===== src/rtl/frame_codec_defs.vh =====
// Symbol codes, command codes and CRC settings of the framing word codec
// How it works
// - Data-frame start word: comma K28.7 first, then D16.2.
// - Third symbol of data-frame start is the virtual channel number.
// - Fourth symbol of data-frame start is reserved and sent as D0.0.
// - Broadcast-frame start word: comma K28.7 first, then D29.2.
// - Third symbol of broadcast start is the broadcast channel number.
// - Fourth symbol of broadcast start holds channel sequence and type.
// - Idle-frame start word: comma K28.7 first, then D4.2.
// - Idle start fourth symbol is an 8-bit CRC over the word.
// - Idle frame ends when a data, broadcast or idle start arrives.
// - Data-frame end word starts with non-comma K28.0, sent first.
// - Second symbol of data-frame end is that frame's sequence number.
// - Data-frame end carries low then high byte of frame CRC-16.
// - Broadcast-frame end word starts with non-comma K28.2, sent first.
// - Bit 0 of broadcast end second symbol is the late flag.
// - Bits 1 to 7 of that symbol sent zero, ignored on receive.
// - Third symbol of broadcast end is that frame's sequence number.
// - Broadcast end fourth symbol is CRC-8 over the whole frame.
// - Flow token sent whenever a channel buffer can take a frame; the codec sends one only on a token command.
// - Flow token starts with K28.3, second symbol is the channel.
// - Flow token ends with CRC-8, checked before the token is used.
`ifndef FRAME_CODEC_DEFS_VH
`define FRAME_CODEC_DEFS_VH
// Symbol values
`define FC_K28_7 8'hfc
`define FC_K28_0 8'h1c
`define FC_K28_2 8'h5c
`define FC_K28_3 8'h7c
`define FC_D16_2 8'h50
`define FC_D29_2 8'h5d
`define FC_D4_2 8'h44
`define FC_D0_0 8'h00
// Command and event kinds
`define FC_KIND_DATA 3'h0
`define FC_KIND_DSTART 3'h1
`define FC_KIND_BSTART 3'h2
`define FC_KIND_ISTART 3'h3
`define FC_KIND_DEND 3'h4
`define FC_KIND_BEND 3'h5
`define FC_KIND_TOKEN 3'h6
`define FC_KIND_ERR 3'h7
// CRC settings, plain defaults
`define FC_CRC8_POLY 16'h0007
`define FC_CRC8_INIT 8'h00
`define FC_CRC16_POLY 16'h1021
`define FC_CRC16_INIT 16'hffff
// Reset value and late flag bit position
// Sequence count reset value, polarity bit clears separately
`define FC_SEQ_RESET 7'h00
`define FC_LATE_POS 0
`endif

===== src/rtl/crc_bytes.v =====
// Parameterised byte-serial CRC over the low NB bytes of a word
`timescale 1ns/100ps
`default_nettype none
module crc_bytes #(
  parameter W = 8,
  parameter [15:0] POLY = 16'h0007,
  parameter NB = 4
) (
  // Running value in and out
  input wire [W-1:0] crcIn,
  input wire [31:0] data,
  output reg [W-1:0] crcOut
);
  // Symbol 0 first, each byte MSB first; polynomial set by parameter
  always @* begin : calc
    integer b;
    integer i;
    reg fb;
    b = 0;
    i = 0;
    fb = 1'b0;
    crcOut = crcIn;
    for (b = 0; b < NB; b = b + 1) begin
      for (i = 7; i >= 0; i = i - 1) begin
        fb = crcOut[W-1] ^ data[b*8+i];
        crcOut = {crcOut[W-2:0], 1'b0};
        if (fb) begin
          crcOut = crcOut ^ POLY[W-1:0];
        end
      end
    end
  end
endmodule
`default_nettype wire


===== src/rtl/frame_codec.v =====
// Framing and flow token word builder and parser for one link end
`timescale 1ns/100ps
`default_nettype none
`include "frame_codec_defs.vh"
module frame_codec (
  // Clock and reset
  input wire sys_clk,
  input wire resetn,
  // User command port
  input wire cmdValid,
  output wire cmdReady,
  input wire [2:0] cmdKind,
  input wire [31:0] cmdData,
  input wire [3:0] cmdK,
  input wire [7:0] cmdChan,
  input wire [7:0] cmdBcByte,
  input wire cmdLate,
  // Sequence control
  input wire retryStart,
  input wire flush,
  output wire [7:0] seqNumber,
  // Transmit words toward the lane
  output wire txValid,
  input wire txReady,
  output wire [31:0] txWord,
  output wire [3:0] txK,
  // Receive words from the lane
  input wire rxValid,
  input wire [31:0] rxWord,
  input wire [3:0] rxK,
  // Receive events
  output wire rxEvtValid,
  output wire [2:0] rxEvtKind,
  output wire [7:0] rxField1,
  output wire [7:0] rxField2,
  output wire rxLate,
  output wire [31:0] rxDataOut,
  output wire [3:0] rxKOut,
  output wire rxIdleFrame
);
  localparam [1:0] ST_NONE = 2'd0;
  localparam [1:0] ST_IDLE = 2'd1;
  localparam [1:0] ST_DATA = 2'd2;
  localparam [1:0] ST_BCAST = 2'd3;

  reg txValid_reg;
  reg [31:0] txWord_reg;
  reg [3:0] txK_reg;
  reg [6:0] seqCnt_reg;
  reg seqPol_reg;
  reg [15:0] txCrc16_reg;
  reg [7:0] txCrc8_reg;
  reg [31:0] asmWord;
  reg [3:0] asmK;
  reg [15:0] txCrc16_next;
  reg [7:0] txCrc8_next;
  reg bumpSeq;
  wire take;
  wire [7:0] seqNew;
  wire [15:0] t16Full;
  wire [15:0] t16Half;
  wire [7:0] t8Full;
  wire [7:0] t8Three;

  // Output stage holds one word; a stalled lane stalls the user
  assign take = cmdValid && cmdReady;
  assign cmdReady = !txValid_reg || txReady;
  assign txValid = txValid_reg;
  assign txWord = txWord_reg;
  assign txK = txK_reg;
  assign seqNumber = {seqPol_reg, seqCnt_reg};
  // Number carried by a new frame end or token: the advanced count
  assign seqNew = {seqPol_reg, seqCnt_reg + 7'd1};

  // Data and broadcast start words restart their running CRC, data words continue it
  crc_bytes #(.W(16), .POLY(`FC_CRC16_POLY), .NB(4)) txC16Full (
    .crcIn(cmdKind == `FC_KIND_DSTART ? `FC_CRC16_INIT : txCrc16_reg),
    .data(asmWord),
    .crcOut(t16Full)
  );
  // End of data frame covers its first two symbols only
  crc_bytes #(.W(16), .POLY(`FC_CRC16_POLY), .NB(2)) txC16Half (
    .crcIn(txCrc16_reg),
    .data(asmWord),
    .crcOut(t16Half)
  );
  crc_bytes #(.W(8), .POLY(`FC_CRC8_POLY), .NB(4)) txC8Full (
    .crcIn(cmdKind == `FC_KIND_BSTART ? `FC_CRC8_INIT : txCrc8_reg),
    .data(asmWord),
    .crcOut(t8Full)
  );
  // Three-symbol CRC: whole idle start or token, or broadcast frame tail
  crc_bytes #(.W(8), .POLY(`FC_CRC8_POLY), .NB(3)) txC8Three (
    .crcIn(cmdKind == `FC_KIND_BEND ? txCrc8_reg : `FC_CRC8_INIT),
    .data(asmWord),
    .crcOut(t8Three)
  );

  // Build the word without its CRC symbols, symbol 0 in the low byte
  always @* begin
    asmWord = cmdData;
    asmK = cmdK;
    bumpSeq = 1'b0;
    case (cmdKind)
      `FC_KIND_DSTART: begin
        asmWord = {`FC_D0_0, cmdChan,
          `FC_D16_2, `FC_K28_7};
        asmK = 4'h1;
      end
      `FC_KIND_BSTART: begin
        asmWord = {cmdBcByte, cmdChan,
          `FC_D29_2, `FC_K28_7};
        asmK = 4'h1;
      end
      `FC_KIND_ISTART: begin
        asmWord = {8'h00, seqNumber, `FC_D4_2, `FC_K28_7};
        asmK = 4'h1;
      end
      `FC_KIND_DEND: begin
        asmWord = {16'h0000, seqNew, `FC_K28_0};
        asmK = 4'h1;
        bumpSeq = 1'b1;
      end
      `FC_KIND_BEND: begin
        asmWord = {8'h00, seqNew, 7'h00,
          cmdLate, `FC_K28_2};
        asmK = 4'h1;
        bumpSeq = 1'b1;
      end
      `FC_KIND_TOKEN: begin
        asmWord = {8'h00, seqNew, cmdChan, `FC_K28_3};
        asmK = 4'h1;
        bumpSeq = 1'b1;
      end
      default: begin
        asmWord = cmdData;
        asmK = cmdK;
      end
    endcase
  end

  // Next running CRC values for frame bodies
  always @* begin
    txCrc16_next = txCrc16_reg;
    txCrc8_next = txCrc8_reg;
    if (cmdKind == `FC_KIND_DSTART || cmdKind == `FC_KIND_DATA) begin
      txCrc16_next = t16Full;
    end
    if (cmdKind == `FC_KIND_BSTART || cmdKind == `FC_KIND_DATA) begin
      txCrc8_next = t8Full;
    end
  end

  // Transmit register and sequence counter
  always @(posedge sys_clk or negedge resetn) begin
    if (!resetn) begin
      txValid_reg <= 1'b0;
      txWord_reg <= 32'h00000000;
      txK_reg <= 4'h0;
      seqCnt_reg <= `FC_SEQ_RESET;
      seqPol_reg <= 1'b0;
      txCrc16_reg <= `FC_CRC16_INIT;
      txCrc8_reg <= `FC_CRC8_INIT;
    end else begin
      if (take) begin
        txValid_reg <= 1'b1;
        txK_reg <= asmK;
        txCrc16_reg <= txCrc16_next;
        txCrc8_reg <= txCrc8_next;
        case (cmdKind)
          `FC_KIND_ISTART, `FC_KIND_TOKEN: begin
            txWord_reg <= {t8Three, asmWord[23:0]};
          end
          `FC_KIND_DEND: begin
            txWord_reg <= {t16Half[15:8], t16Half[7:0], asmWord[15:0]};
          end
          `FC_KIND_BEND: begin
            txWord_reg <= {t8Three, asmWord[23:0]};
          end
          default: begin
            txWord_reg <= asmWord;
          end
        endcase
      end else if (txReady) begin
        txValid_reg <= 1'b0;
      end
      // Flush wins over a word sent in the same cycle
      if (flush) begin
        seqCnt_reg <= `FC_SEQ_RESET;
        seqPol_reg <= 1'b0;
      end else begin
        if (take && bumpSeq) begin
          seqCnt_reg <= seqNew[6:0];
        end
        if (retryStart) begin
          seqPol_reg <= !seqPol_reg;
        end
      end
    end
  end

  // Receive side
  reg [1:0] rxState_reg;
  reg [1:0] rxState_next;
  reg [15:0] rxCrc16_reg;
  reg [7:0] rxCrc8_reg;
  reg rxEvtValid_reg;
  reg [2:0] rxEvtKind_reg;
  reg [7:0] rxField1_reg;
  reg [7:0] rxField2_reg;
  reg rxLate_reg;
  reg [31:0] rxDataOut_reg;
  reg [3:0] rxKOut_reg;
  reg [2:0] rxKind;
  wire [15:0] r16Full;
  wire [15:0] r16Half;
  wire [7:0] r8Full;
  wire [7:0] r8Three;
  wire crcBad;

  assign rxEvtValid = rxEvtValid_reg;
  assign rxEvtKind = rxEvtKind_reg;
  assign rxField1 = rxField1_reg;
  assign rxField2 = rxField2_reg;
  assign rxLate = rxLate_reg;
  assign rxDataOut = rxDataOut_reg;
  assign rxKOut = rxKOut_reg;
  assign rxIdleFrame = (rxState_reg == ST_IDLE);

  crc_bytes #(.W(16), .POLY(`FC_CRC16_POLY), .NB(4)) rxC16Full (
    .crcIn(rxKind == `FC_KIND_DSTART ? `FC_CRC16_INIT : rxCrc16_reg),
    .data(rxWord),
    .crcOut(r16Full)
  );
  crc_bytes #(.W(16), .POLY(`FC_CRC16_POLY), .NB(2)) rxC16Half (
    .crcIn(rxCrc16_reg),
    .data(rxWord),
    .crcOut(r16Half)
  );
  crc_bytes #(.W(8), .POLY(`FC_CRC8_POLY), .NB(4)) rxC8Full (
    .crcIn(rxKind == `FC_KIND_BSTART ? `FC_CRC8_INIT : rxCrc8_reg),
    .data(rxWord),
    .crcOut(r8Full)
  );
  crc_bytes #(.W(8), .POLY(`FC_CRC8_POLY), .NB(3)) rxC8Three (
    .crcIn(rxKind == `FC_KIND_BEND ? rxCrc8_reg : `FC_CRC8_INIT),
    .data(rxWord),
    .crcOut(r8Three)
  );

  // Classify by first symbol, start words also by second; unknown control words fall to error kind
  always @* begin
    rxKind = `FC_KIND_ERR;
    if (!rxK[0]) begin
      rxKind = `FC_KIND_DATA;
    end else if (rxWord[7:0] == `FC_K28_7) begin
      if (rxWord[15:8] == `FC_D16_2) begin
        rxKind = `FC_KIND_DSTART;
      end else if (rxWord[15:8] == `FC_D29_2) begin
        rxKind = `FC_KIND_BSTART;
      end else if (rxWord[15:8] == `FC_D4_2) begin
        rxKind = `FC_KIND_ISTART;
      end
    end else if (rxWord[7:0] == `FC_K28_0) begin
      rxKind = `FC_KIND_DEND;
    end else if (rxWord[7:0] == `FC_K28_2) begin
      rxKind = `FC_KIND_BEND;
    end else if (rxWord[7:0] == `FC_K28_3) begin
      rxKind = `FC_KIND_TOKEN;
    end
  end

  // CRC check of the words that carry one
  assign crcBad =
    ((rxKind == `FC_KIND_ISTART || rxKind == `FC_KIND_TOKEN ||
      rxKind == `FC_KIND_BEND) && r8Three != rxWord[31:24]) ||
    (rxKind == `FC_KIND_DEND && r16Half != rxWord[31:16]);

  // Frame state: idle frames have no end word, next start closes them
  always @* begin
    rxState_next = rxState_reg;
    if (rxValid && !crcBad) begin
      case (rxKind)
        `FC_KIND_DSTART: rxState_next = ST_DATA;
        `FC_KIND_BSTART: rxState_next = ST_BCAST;
        `FC_KIND_ISTART: rxState_next = ST_IDLE;
        `FC_KIND_DEND, `FC_KIND_BEND: rxState_next = ST_NONE;
        default: rxState_next = rxState_reg;
      endcase
    end
  end

  // Receive event register; data words pass only inside a data or broadcast frame
  always @(posedge sys_clk or negedge resetn) begin
    if (!resetn) begin
      rxState_reg <= ST_NONE;
      rxCrc16_reg <= `FC_CRC16_INIT;
      rxCrc8_reg <= `FC_CRC8_INIT;
      rxEvtValid_reg <= 1'b0;
      rxEvtKind_reg <= `FC_KIND_DATA;
      rxField1_reg <= 8'h00;
      rxField2_reg <= 8'h00;
      rxLate_reg <= 1'b0;
      rxDataOut_reg <= 32'h00000000;
      rxKOut_reg <= 4'h0;
    end else begin
      rxEvtValid_reg <= 1'b0;
      rxState_reg <= rxState_next;
      if (rxValid) begin
        rxDataOut_reg <= rxWord;
        rxKOut_reg <= rxK;
        rxEvtKind_reg <= rxKind;
        rxLate_reg <= 1'b0;
        if (rxKind == `FC_KIND_DSTART || rxKind == `FC_KIND_DATA) begin
          rxCrc16_reg <= r16Full;
        end
        if (rxKind == `FC_KIND_BSTART || rxKind == `FC_KIND_DATA) begin
          rxCrc8_reg <= r8Full;
        end
        if (crcBad || rxKind == `FC_KIND_ERR) begin
          // Bad word is dropped; field 1 names what was lost
          rxEvtValid_reg <= 1'b1;
          rxEvtKind_reg <= `FC_KIND_ERR;
          rxField1_reg <= {5'h00, rxKind};
          rxField2_reg <= 8'h00;
        end else begin
          case (rxKind)
            `FC_KIND_DATA: begin
              rxEvtValid_reg <= (rxState_reg == ST_DATA) ||
                                (rxState_reg == ST_BCAST);
              rxField1_reg <= 8'h00;
              rxField2_reg <= 8'h00;
            end
            `FC_KIND_DSTART, `FC_KIND_BSTART: begin
              rxEvtValid_reg <= 1'b1;
              rxField1_reg <= rxWord[23:16];
              rxField2_reg <= rxWord[31:24];
            end
            `FC_KIND_ISTART: begin
              rxEvtValid_reg <= 1'b1;
              rxField1_reg <= rxWord[23:16];
              rxField2_reg <= 8'h00;
            end
            `FC_KIND_DEND: begin
              rxEvtValid_reg <= 1'b1;
              rxField1_reg <= rxWord[15:8];
              rxField2_reg <= 8'h00;
            end
            `FC_KIND_BEND: begin
              // Upper bits of the late symbol are not looked at
              rxEvtValid_reg <= 1'b1;
              rxLate_reg <= rxWord[8+`FC_LATE_POS];
              rxField1_reg <= rxWord[23:16];
              rxField2_reg <= 8'h00;
            end
            default: begin
              rxEvtValid_reg <= 1'b1;
              rxField1_reg <= rxWord[15:8];
              rxField2_reg <= rxWord[23:16];
            end
          endcase
        end
      end
    end
  end
endmodule
`default_nettype wire


===== config.mk =====
export PLATFORM = sky130hd
export DESIGN_NAME = frame_codec
export DESIGN_NICKNAME = d
export VERILOG_FILES = /design/src/rtl/crc_bytes.v /design/src/rtl/frame_codec.v
export VERILOG_INCLUDE_DIRS = /design/src /design/src/rtl
export SDC_FILE = /design/constraint.sdc
export NUM_CORES = 1
export LEC_CHECK = 0
export ABC_CLOCK_PERIOD_IN_PS = 11400
export BUFFER_PORTS_ARGS = -buffer_cell sky130_fd_sc_hd__buf_2
export CORE_ASPECT_RATIO = 1.1
export CORE_MARGIN = 5
export CORE_UTILIZATION = 55
export CTS_CLUSTER_SIZE = 12
export DETAILED_ROUTE_END_ITERATION = 8
export PLACE_DENSITY_LB_ADDON = 0.05
export SYNTH_ARGS = -nofsm -noshare
export SYNTH_HDL_FRONTEND = slang
export SYNTH_HIERARCHICAL = 1
export SYNTH_SLANG_ARGS = --single-unit

===== constraint.sdc =====
create_clock -name sys_clk -period 11.4 [get_ports sys_clk]
set_input_delay 1.14 -clock sys_clk [delete_from_list [all_inputs] [get_ports sys_clk]]
set_output_delay 1.14 -clock sys_clk [all_outputs]
set_load 0.02 [all_outputs]

## Word-level counts from Yosys, hierarchy flattened

Index checks and enable logic that the tools add are counted.

| storage, ports and cells | value |
|---|---|
| memories | 0 |
| register bits | 152 |
| latch bits | 0 |
| bits in read-only memories | 0 |
| logic and storage cells | 738 |
| RAM bits | 0 |
| output and inout bits | 104 |

| operators by class | value |
|---|---|
| divide/modulo/power cells | 0 |
| reduce and logical (&&, ||, !) cells | 36 |
| $lt $le $gt $ge | 0 |
| equality and inequality tests | 25 |
| $add $sub $neg | 1 |
| multiply operators | 0 |
| shifts and indexed selects | 0 |
| bitwise logic cells | 416 |
| muxes and demuxes | 243 |

Operator list:

| cell | number |
|---|---|
| 13-bit two-way mux | 96 |
| 3-bit NOT | 208 |
| 3-bit two-way mux | 118 |
| 1-bit XOR | 208 |
| 32-bit case mux with 6 select lines | 1 |
| 32-bit case mux with 2 select lines | 1 |
| 8-bit two-way mux | 6 |
| 8-bit by 7-bit == test with 1-bit output (second input constant) | 5 |
| 16-bit two-way mux | 2 |
| 8-bit case mux with 2 select lines | 2 |
| 3-bit == test (second input constant) | 7 |
| 16-bit inequality test | 1 |
| 7-bit two-way mux | 2 |
| 3-bit by 2-bit == test with 1-bit output (second input constant) | 4 |
| 1-bit two-way mux | 11 |
| 1-bit logical OR | 10 |
| 2-bit AND reduction | 5 |
| 8-bit by 5-bit == test with 1-bit output (second input constant) | 1 |
| 8-bit == test (second input constant) | 1 |
| 8-bit inequality test | 1 |
| 2-bit case mux with 4 select lines | 1 |
| 4-bit OR reduction | 2 |
| 7-bit by 1-bit adder with 7-bit output (second input constant) | 1 |
| 3-bit by 1-bit == test with 1-bit output (second input constant) | 2 |
| 12 further kinds | 25 |

## Logic depth before layout (Yosys ltp)

Gate-level depths: netlist of the first run.

| logic depth | value |
|---|---|
| word-level depth | 72 |
| gate-level depth with buffers | 18 |
| mapped depth without buffers | 17 |

## By module

The synthesis of the first run kept the hierarchy.

By module, submodules not included:

| module | cells each | seq. area each (um^2) | instances | area each (um^2) |
|---|---|---|---|---|
| frame_codec | 740 | 3,843.7 | 1 | 7,881.3 |
| crc_bytes at rxC8Full ... | 83 | 0.0 | 2 | 1,197.4 |
| crc_bytes at rxC16Full ... | 95 | 0.0 | 2 | 1,097.3 |
| crc_bytes at rxC8Three ... | 54 | 0.0 | 2 | 769.5 |
| crc_bytes at rxC16Half ... | 51 | 0.0 | 2 | 566.8 |

## Least setup slack after synthesis of the first run

OpenSTA, ideal clock, no wires.

| path | value |
|---|---|
| kind | input to register |
| start | in rxWord[13] |
| end | reg rxLate_reg (netlist: rxLate) |
| arrival time | 5.679 ns |
| path buffers | 0 |
| stages on the path | 17 |
| setup slack | 5.600 ns |
| cells stage by stage | or4b_4 > or4b_4 > o21ai_4 > nand2_1 > nor2_1 > and2_1 > xor3_2 > xnor3_1 > xnor3_2 > xnor3_1 > xnor2_1 > nand4_1 > nor2_1 > or2_2 > nand3_1 > nand3b_1 > a32o_1 |

| between the ends | value |
|---|---|
| cells in the longest elaborated chain, start to end | 31 |
| elaborated cells between the ends (all ways) | 105 |
| classes of those cells | eq/ne: 10; mux: 38; bitwise: 51; reduce/logical: 6 |

RTL lines:

| item | line | source |
|---|---|---|
| from (decl) | frame_codec.v:29 | `input wire [31:0] rxWord,` |
| 8-bit by 7-bit == test with 1-bit output (no source line) | - |  |
| 3-bit two-way mux | frame_codec.v:261 | `` end else if (rxWord[15:8] == `FC_D4_2) begin `` |
| 3-bit two-way mux | frame_codec.v:259 | `` end else if (rxWord[15:8] == `FC_D29_2) begin `` |
| 3-bit two-way mux | frame_codec.v:257 | `` if (rxWord[15:8] == `FC_D16_2) begin `` |
| 3-bit two-way mux | frame_codec.v:256 | `` end else if (rxWord[7:0] == `FC_K28_7) begin `` |
| 3-bit two-way mux | frame_codec.v:254 | `if (!rxK[0]) begin` |
| 3-bit == test | - |  |
| 8-bit two-way mux (no source line) | - |  |
| [... 16 more ...] | - |  |
| 3-bit NOT (no source line) | - |  |
| 3-bit two-way mux (*) | crc_bytes.v:27 | `if (fb) begin` |
| via r8Three[3] | frame_codec.v:218 | `wire [7:0] r8Three;` |
| 8-bit inequality test (*) | frame_codec.v:276 | `` rxKind == `FC_KIND_BEND) && r8Three != rxWord[31:24]) \|\| `` |
| 1-bit logical AND (*) | frame_codec.v:275 | `` ((rxKind == `FC_KIND_ISTART \|\| rxKind == `FC_KIND_TOKEN \|\| `` |
| 1-bit logical OR (*) | frame_codec.v:275 |  |
| 1-bit logical OR (no source line) (*) | - |  |
| 1-bit two-way mux (*) | frame_codec.v:320 | `` if (crcBad \|\| rxKind == `FC_KIND_ERR) begin `` |
| to (signal assigned) | frame_codec.v:352 | `` rxLate_reg <= rxWord[8+`FC_LATE_POS]; `` |
| to (decl) | frame_codec.v:211 | `reg rxLate_reg;` |

Mark *: on every way through the listed nets, which the timed path passes. The rest lies on a longest branch.
A chain may end at the register's enable or synchronous reset.

## Final worst setup path of the first run

| path | value |
|---|---|
| start | in rxWord[14] |
| end | reg rxField1_reg[5] (netlist: rxField1[5]) |

| between the ends | value |
|---|---|
| cells in the longest elaborated chain, start to end | 31 |
| elaborated cells between the ends (all ways) | 110 |
| classes of those cells | eq/ne: 12; mux: 39; bitwise: 51; reduce/logical: 8 |

RTL lines:

| item | line | source |
|---|---|---|
| 8-bit by 7-bit == test with 1-bit output (no source line) | - |  |
| 3-bit two-way mux | frame_codec.v:261 |  |
| 3-bit two-way mux | frame_codec.v:259 |  |
| 3-bit two-way mux | frame_codec.v:257 |  |
| 3-bit two-way mux | frame_codec.v:256 |  |
| 3-bit two-way mux | frame_codec.v:254 |  |
| 3-bit == test | - |  |
| 8-bit two-way mux (no source line) | - |  |
| [... 16 more ...] | - |  |
| 3-bit NOT (no source line) | - |  |
| 3-bit two-way mux (*) | crc_bytes.v:27 |  |
| via r8Three[3] | frame_codec.v:218 |  |
| 8-bit inequality test (*) | frame_codec.v:276 |  |
| 1-bit logical AND (*) | frame_codec.v:275 |  |
| 1-bit logical OR (*) | frame_codec.v:275 |  |
| 1-bit logical OR (no source line) (*) | - |  |
| 8-bit two-way mux (*) | frame_codec.v:320 |  |
| to (signal assigned) | frame_codec.v:324 | `rxField1_reg <= {5'h00, rxKind};` |
| to (signal assigned) | frame_codec.v:336 | `rxField1_reg <= rxWord[23:16];` |
| to (signal assigned) | frame_codec.v:341 | `rxField1_reg <= rxWord[23:16];` |
| to (decl) | frame_codec.v:209 | `reg [7:0] rxField1_reg;` |

Marks and branches as above.

==> run_results.csv, run 1 <==
group,metric,value,unit
outcome,status,"finished clean",
placement,dp_hpwl,34.2,mm
hold_path,worst_min_delay_path_startpoint,"txWord[25]",
critical_path,timing.critical_path.arrival,7.24,ns
yosys,yosys_register_bits,152,
clock_tree,cts_hold_buf,0,
yosys,yosysUniqueCellTypes,71,
floorplanning,design.core.area,27000,sq um
clock_tree,post_cts_resized,0,
route,drt_first_iter_violations,765,
layout,antenna_cells_inserted,0,
layout,area_of_the_multi_input_gates,11000,sq um
yosys,post_synth.cell_area_avg,11.6,sq um
placement,gp_congestion,0.949,
layout,num-fill-cells,2206,
timing,grt_setup_unrepaired,"no",
global_routing,track_usage,0.289,
hold_path,worst_hold_path.num_cells,2,
yosys,synthesis.instances,1306,
clock_tree,cts_setup_buffers,0,
critical_path,setup.reg_to_reg.worst_slack,6.85,ns
clock_tree,cts-root-buf,"sky130_fd_sc_hd__clkbuf_16",
clock_tree,clkLatencyLatePin,0.44,ns
hold_path,holdPathEnd,"txWord[25]",
global_routing,antenna_violations_before_repair,0,
yosys,seq_area_frac_synth,0.254,
timing,relSlewSlack,0.221,
layout,design.final.nets,1586,
timing,slew_viol_final,0,
critical_path,setup.worst_path.end_class,"register",
floorplanning,die_width,168,um
critical_path,timing_worst_setup_path_type,"input port to register",
global_routing,grt_pass1_wl,67.4,mm
yosys,async_flop_share,1.00,
global_routing,largest_net_degree_at_the_start_of_global_routing,87,
route,avgViaCountPerCell,5.70,
clock_tree,cts_buffers,17,
placement,port-buffer-count,202,
global_routing,first_global_vias,11000,
yosys,synth_top_area_share,0.198,
critical_path,critical_path.reg2reg.endpoint,"txWord[26]",
layout,area.sequential,3840,sq um
critical_path,critPathLaunchType,"input port",
critical_path,required,11.73,ns
global_routing,gr-total-overflow,0,
critical_path,timing.reg2reg.worst_path_depth,13,
floorplanning,pin_count,203,
yosys,synth_edf_count,0,
yosys,netlist_area,15100,sq um
hold_path,worst_hold_path_type,"register to register",
yosys,most_frequent_cell_after_synthesis,"sky130_fd_sc_hd__xnor2_1",
critical_path,worst_r2r_startpoint,"seqCnt_reg[0]",
clock_tree,cts_num_sinks,152,
yosys,synth.largest_area_cell,"sky130_fd_sc_hd__dfrtp_1",
timing,fin_tns_setup,0,ns
yosys,syn_nets,1406,
critical_path,timing.critical_path.fanout_max,15,
clock_tree,worst_setup_hold_path_clk_slew,0.06,ns
floorplanning,floorplan.die_area,31000,sq um
run,cap_viol_max_count,0,
floorplanning,row_cnt,63,
clock_tree,h-tree-depth,4,
clock_tree,cts_tree,"yes",
timing,tmin_final,6.91,ns
yosys,synthTopCellsByCount,"sky130_fd_sc_hd__xnor2_1, sky130_fd_sc_hd__dfrtp_1, sky130_fd_sc_hd__xor2_1",
timing,period_utilization,0.606,
timing,finalHoldViolations,0,
floorplanning,initial_core_util,0.560,
yosys,synthTopCellsByArea,"sky130_fd_sc_hd__dfrtp_1, sky130_fd_sc_hd__xnor2_1, sky130_fd_sc_hd__xnor3_1",
route,final_antenna_net_count,0,
timing,finClkSkew,0.0135,ns
layout,drive_above_1_share,0.292,
clock_tree,ctsLongestPathBuffers,2,
timing,fmax,145,MHz
route,postRouteWirelength,44.8,mm
yosys,yosys_warnings,6,
layout,synthToLayoutAreaGrowth,12.4,%
timing,least_margin_pin_slew,1.16,ns
route,vias,10600,
route,drt_pre_antenna_iters,6,
route,remaining_design_rule_violation_count,0,
yosys,dominantRegCellSynth,"sky130_fd_sc_hd__dfrtp_1",
floorplanning,chipHeight,184,um
timing,setup_violations,0,
route,route.detailed.wl_per_inst,24.1,um
[cell type report]
| cell class | count | share of cell area |
|---|---|---|
| clock buffers | 22 | 0.0273 |
| clock inverters | 10 | 0.00698 |
| inverters | 9 | 0.00198 |
| multi-input cells | 1094 | 0.648 |
| flip-flops and latches | 152 | 0.226 |
| well taps | 357 | 0.0262 |
| repair buffers | 212 | 0.0642 |
[metal layers]
| layer | GRT usage | part of all wire | wire length, um |
|---|---|---|---|
| met2 | 0.514 | 0.51 | 22800 |
| met4 | 0.119 | 0.039 | 1740 |
| met5 | 0 | 0 | 0 |
| met3 | 0.0391 | 0.051 | 2300 |
| met1 | 0.355 | 0.40 | 17900 |
[metrics by stage]
stage	std cells	hold slack (ns)	cell area, sq um	setup WS, ns	util
floorplan	1306	0.481	15100	5.60	-
global placement	1824	0.460	16400	4.22	0.608
detailed placement	1824	0.462	16400	4.13	0.608
CTS	1856	0.478	17000	4.58	0.630
global route	1856	0.498	17000	4.23	0.630
finish	1856	0.474	17000	4.49	0.630
[kinds of logic after synthesis]
| family | count (synthesis) | share of synthesized area |
|---|---|---|
| adder cells (fa/ha/maj) | 2 | 0.00149 |
| AND/OR/NAND/NOR | 231 | 0.0779 |
| multiplexers | 105 | 0.0773 |
| flip-flops | 152 | 0.254 |
| XOR/XNOR | 594 | 0.497 |
| AO/OA/AOI/OAI | 162 | 0.0741 |
| buffers and inverters | 60 | 0.0183 |
[critical path, cell delays in order]
cell                        delay (ns)
sky130_fd_sc_hd__buf_2            0.28
sky130_fd_sc_hd__or4b_4           0.54
sky130_fd_sc_hd__or4b_4           0.60
sky130_fd_sc_hd__o21ai_4          0.39
sky130_fd_sc_hd__nand2_1          0.17
sky130_fd_sc_hd__nor2_1           0.46
sky130_fd_sc_hd__and2_1           0.32
sky130_fd_sc_hd__xor3_2           0.43
sky130_fd_sc_hd__xnor3_1          0.40
sky130_fd_sc_hd__xnor3_2          0.42
sky130_fd_sc_hd__xnor3_1          0.40
sky130_fd_sc_hd__xnor2_1          0.17
sky130_fd_sc_hd__nand4_1          0.11
sky130_fd_sc_hd__nor2_1           0.24
sky130_fd_sc_hd__or3_1            0.16
sky130_fd_sc_hd__nand4_1          0.60
sky130_fd_sc_hd__o2bb2ai_1        0.38
[cell usage in the layout, fill, tap and decap left out, types with 5 or more instances in the layout]
cell / n
sky130_fd_sc_hd__dfstp_2: 32
sky130_fd_sc_hd__o21ai_0: 36
sky130_fd_sc_hd__o22ai_1: 5
sky130_fd_sc_hd__and3_1: 9
sky130_fd_sc_hd__a22o_1: 12
sky130_fd_sc_hd__nor3_1: 7
sky130_fd_sc_hd__xor3_1: 26
sky130_fd_sc_hd__clkbuf_16: 17
sky130_fd_sc_hd__mux2_2: 85
sky130_fd_sc_hd__xnor2_1: 307
sky130_fd_sc_hd__xor2_1: 113
sky130_fd_sc_hd__nand4_1: 6
sky130_fd_sc_hd__xnor3_1: 98
sky130_fd_sc_hd__o2bb2ai_1: 13
sky130_fd_sc_hd__nor2_1: 40
sky130_fd_sc_hd__a22oi_1: 14
sky130_fd_sc_hd__nand3_1: 7
sky130_fd_sc_hd__a21oi_1: 37
sky130_fd_sc_hd__xnor2_2: 22
sky130_fd_sc_hd__mux2_1: 10
sky130_fd_sc_hd__a221oi_1: 11
sky130_fd_sc_hd__xor3_2: 6
sky130_fd_sc_hd__nand2b_1: 26
sky130_fd_sc_hd__a21o_1: 5
sky130_fd_sc_hd__buf_2: 201
sky130_fd_sc_hd__or2_2: 18
sky130_fd_sc_hd__and2_1: 21
sky130_fd_sc_hd__mux2i_1: 10
sky130_fd_sc_hd__nor2b_1: 10
sky130_fd_sc_hd__inv_1: 6
sky130_fd_sc_hd__dfrtp_1: 120
sky130_fd_sc_hd__xnor3_2: 12
sky130_fd_sc_hd__buf_4: 10
sky130_fd_sc_hd__nand2_1: 71
sky130_fd_sc_hd__or3_1: 6
[worst max path at each step]
stage          startpoint  cells after the start  slack [ns]           to
3_5_place_dp   rxWord[14]                     17        4.13  rxField1[3]
5_1_grt        rxWord[14]                     17        4.23  rxField1[7]
2_1_floorplan  rxWord[13]                     17        5.60       rxLate
6_report       rxWord[14]                     17        4.49  rxField1[5]
4_1_cts        rxWord[14]                     17        4.58  rxField1[5]
3_3_place_gp   rxWord[14]                     17        4.22  rxField2[3]
Power of run 1 is not shown: default switching activity piles up to over one toggle a cycle in this logic, so the estimate is an artifact.
==> run 2: changes to the inputs <==
--- a/config.mk
+++ b/config.mk
@@ -6,7 +6,8 @@
 export SDC_FILE = /design/constraint.sdc
 export NUM_CORES = 1
 export LEC_CHECK = 0
-export ABC_CLOCK_PERIOD_IN_PS = 11400
+export ABC_AREA = 1
+export ABC_CLOCK_PERIOD_IN_PS = 5500
 export BUFFER_PORTS_ARGS = -buffer_cell sky130_fd_sc_hd__buf_2
 export CORE_ASPECT_RATIO = 1.1
 export CORE_MARGIN = 5
==> constraint.sdc (replaced) <==
create_clock -name sys_clk -period 5.5 [get_ports sys_clk]
set_input_delay 0.55 -clock sys_clk [delete_from_list [all_inputs] [get_ports sys_clk]]
set_output_delay 0.55 -clock sys_clk [all_outputs]
set_load 0.02 [all_outputs]
==> run 2 against run 1 <==
Compared with the run above: cell count is 110% higher; critical path type unchanged; cell area is 26% higher; worst setup slack worse by 3.4 ns; synthesized area is 27% higher; highest routed layer unchanged; register-to-register slack worse by 5.4 ns; global-route usage is 4.0 points higher; die area is 25% higher; sequential share of layout area is 4.6 points lower.
==> run_results.csv, run 2 <==
group,metric,value,unit
outcome,status,"finished clean",
clock_tree,cts_hold_buf,0,
critical_path,timing_worst_setup_path_type,"input port to register",
yosys,syn_nets,3339,
floorplanning,floorplan.die_area,38800,sq um
critical_path,required,5.86,ns
layout,layout_commonest_cell,"sky130_fd_sc_hd__nand2_1",
global_routing,first_global_vias,19700,
route,drt_pre_antenna_iters,6,
yosys,post_synth.cell_area_avg,5.94,sq um
timing,grt_setup_unrepaired,"no",
global_routing,grt_pass1_wl,101,mm
placement,dp_hpwl,52.1,mm
clock_tree,cts_tree,"yes",
layout,num-fill-cells,3447,
yosys,async_flop_share,1.00,
yosys,yosysUniqueCellTypes,59,
route,avgViaCountPerCell,5.36,
yosys,synthTopCellsByArea,"sky130_fd_sc_hd__nand2_1, sky130_fd_sc_hd__dfrtp_1, sky130_fd_sc_hd__nand3_1",
timing,relSlewSlack,0.280,
yosys,yosys_register_bits,152,
layout,synthToLayoutAreaGrowth,11.1,%
global_routing,track_usage,0.329,
floorplanning,die_width,188,um
timing,fin_tns_setup,0,ns
clock_tree,clkLatencyLatePin,0.45,ns
floorplanning,initial_core_util,0.560,
clock_tree,ctsLongestPathBuffers,2,
critical_path,total_buffers_and_inverters_traversed_by_the_critical_path,2,
critical_path,timing.critical_path.slowest_cell_delay,0.31,ns
yosys,synth_top_area_share,0.259,
critical_path,critPathSlowestCell,"sky130_fd_sc_hd__buf_2",
route,vias,20900,
timing,fmax,226,MHz
timing,finClkSkew,0.0122,ns
clock_tree,worst_setup_hold_path_clk_slew,0.07,ns
clock_tree,cts_num_sinks,152,
timing,setup_violations,0,
critical_path,worst_r2r_startpoint,"seqCnt_reg[2]",
route,postRouteWirelength,65.0,mm
floorplanning,pin_count,203,
clock_tree,cts_setup_buffers,0,
yosys,synth.largest_area_cell,"sky130_fd_sc_hd__nand2_1",
yosys,netlist_area,19200,sq um
layout,design.final.nets,3544,
hold_path,worst_hold_path_type,"input port to async pin",
route,drt_first_iter_violations,1492,
placement,gp_congestion,0.964,
layout,drive_above_1_share,0.218,
layout,final_cell_mix,"sky130_fd_sc_hd__nand2_1, sky130_fd_sc_hd__inv_1, sky130_fd_sc_hd__nand3_1, sky130_fd_sc_hd__buf_2, sky130_fd_sc_hd__nand2_2",
global_routing,antenna_violations_before_repair,0,
floorplanning,design.core.area,34400,sq um
clock_tree,cts-root-buf,"sky130_fd_sc_hd__clkbuf_16",
yosys,synthTopCellsByCount,"sky130_fd_sc_hd__nand2_1, sky130_fd_sc_hd__inv_1, sky130_fd_sc_hd__nand3_1",
run,cap_viol_max_count,0,
critical_path,critPathLaunchType,"input port",
route,remaining_design_rule_violation_count,0,
timing,tmin_final,4.43,ns
yosys,synth_edf_count,0,
yosys,synthesis.instances,3239,
critical_path,timing.critical_path.fanout_max,13,
yosys,most_frequent_cell_after_synthesis,"sky130_fd_sc_hd__nand2_1",
yosys,dominantRegCellSynth,"sky130_fd_sc_hd__dfrtp_1",
timing,finalHoldViolations,0,
placement,port-buffer-count,202,
critical_path,timing.critical_path.arrival,4.79,ns
critical_path,setup.reg_to_reg.worst_slack,1.40,ns
critical_path,worst_path_most_repeated_cell,"sky130_fd_sc_hd__nand2_1",
timing,period_utilization,0.805,
critical_path,timing.reg2reg.worst_path_depth,23,
floorplanning,chipHeight,206,um
route,final_antenna_net_count,0,
clock_tree,cts_buffers,17,
critical_path,critical_path.reg2reg.endpoint,"txCrc16_reg[13]",
global_routing,gr-total-overflow,0,
clock_tree,h-tree-depth,4,
global_routing,largest_net_degree_at_the_start_of_global_routing,80,
route,route.detailed.wl_per_inst,16.7,um
clock_tree,post_cts_resized,0,
layout,antenna_cells_inserted,0,
yosys,seq_area_frac_synth,0.200,
floorplanning,row_cnt,71,
critical_path,setup.worst_path.end_class,"register",
timing,slew_viol_final,0,
yosys,yosys_warnings,6,
timing,least_margin_pin_slew,1.08,ns
critical_path,cp_top_family,"simple AND/OR/NAND/NOR gates",
==> run 2: cell type report <==
cell class | count | area (sq um) | share of cell area
Multi-Input combinational cell | 2581 | 13400 | 0.628
Clock inverter | 14 | 159 | 0.00744
Clock buffer | 18 | 439 | 0.0206
Inverter | 464 | 1750 | 0.0817
Tap cell | 438 | 548 | 0.0256
Sequential cell | 152 | 3840 | 0.180
Timing Repair Buffer | 228 | 1210 | 0.0567
==> run 2: kinds of logic (layout without fill, tap and decap cells) <==
logic type / after synthesis / in the layout / share of synthesized area
and+or+nand+nor: 2191 / 2191 / 0.534
buffers and inverters: 506 / 724 / 0.103
xor gates and xnor gates: 198 / 198 / 0.0983
AOI/OAI and AO/OA: 174 / 174 / 0.0544
DFF: 152 / 152 / 0.200
muxes: 17 / 17 / 0.0101
adders and majority gates: 1 / 1 / 0.000650
==> run 2: through the flow <==
stage | setup WS, ns | cell area, sq um | util | hold slack [ns] | instances
2_1_floorplan | 1.45 | 19200 | - | 0.254 | 3239
3_3_place_gp | 0.791 | 20800 | 0.604 | 0.449 | 3863
3_5_place_dp | 0.661 | 20800 | 0.604 | 0.461 | 3863
4_1_cts | 1.10 | 21400 | 0.622 | 0.162 | 3895
5_1_grt | 0.516 | 21400 | 0.622 | 0.182 | 3895
6_report | 1.07 | 21400 | 0.622 | 0.131 | 3895
==> run 2: worst max-delay path by stage <==
stage | from | to | cells after the start
finish | rxWord[2] | rxField2[4] | 31
global route | rxWord[2] | rxField2[4] | 34
CTS | rxWord[2] | rxField2[4] | 34
detailed placement | rxWord[2] | rxField2[5] | 34
global placement | rxWord[2] | rxField2[4] | 34
floorplan | cmdKind[2] | txCrc8_reg[1] | 33
==> run 2: per-layer routing <==
| metal | part of all wire | track usage | routed length [um] |
|---|---|---|---|
| met5 | 0 | 0 | 0 |
| met1 | 0.38 | 0.365 | 24700 |
| met4 | 0.071 | 0.203 | 4640 |
| met3 | 0.060 | 0.0466 | 3880 |
| met2 | 0.49 | 0.597 | 31800 |
Power of run 2 is left out for the same reason.
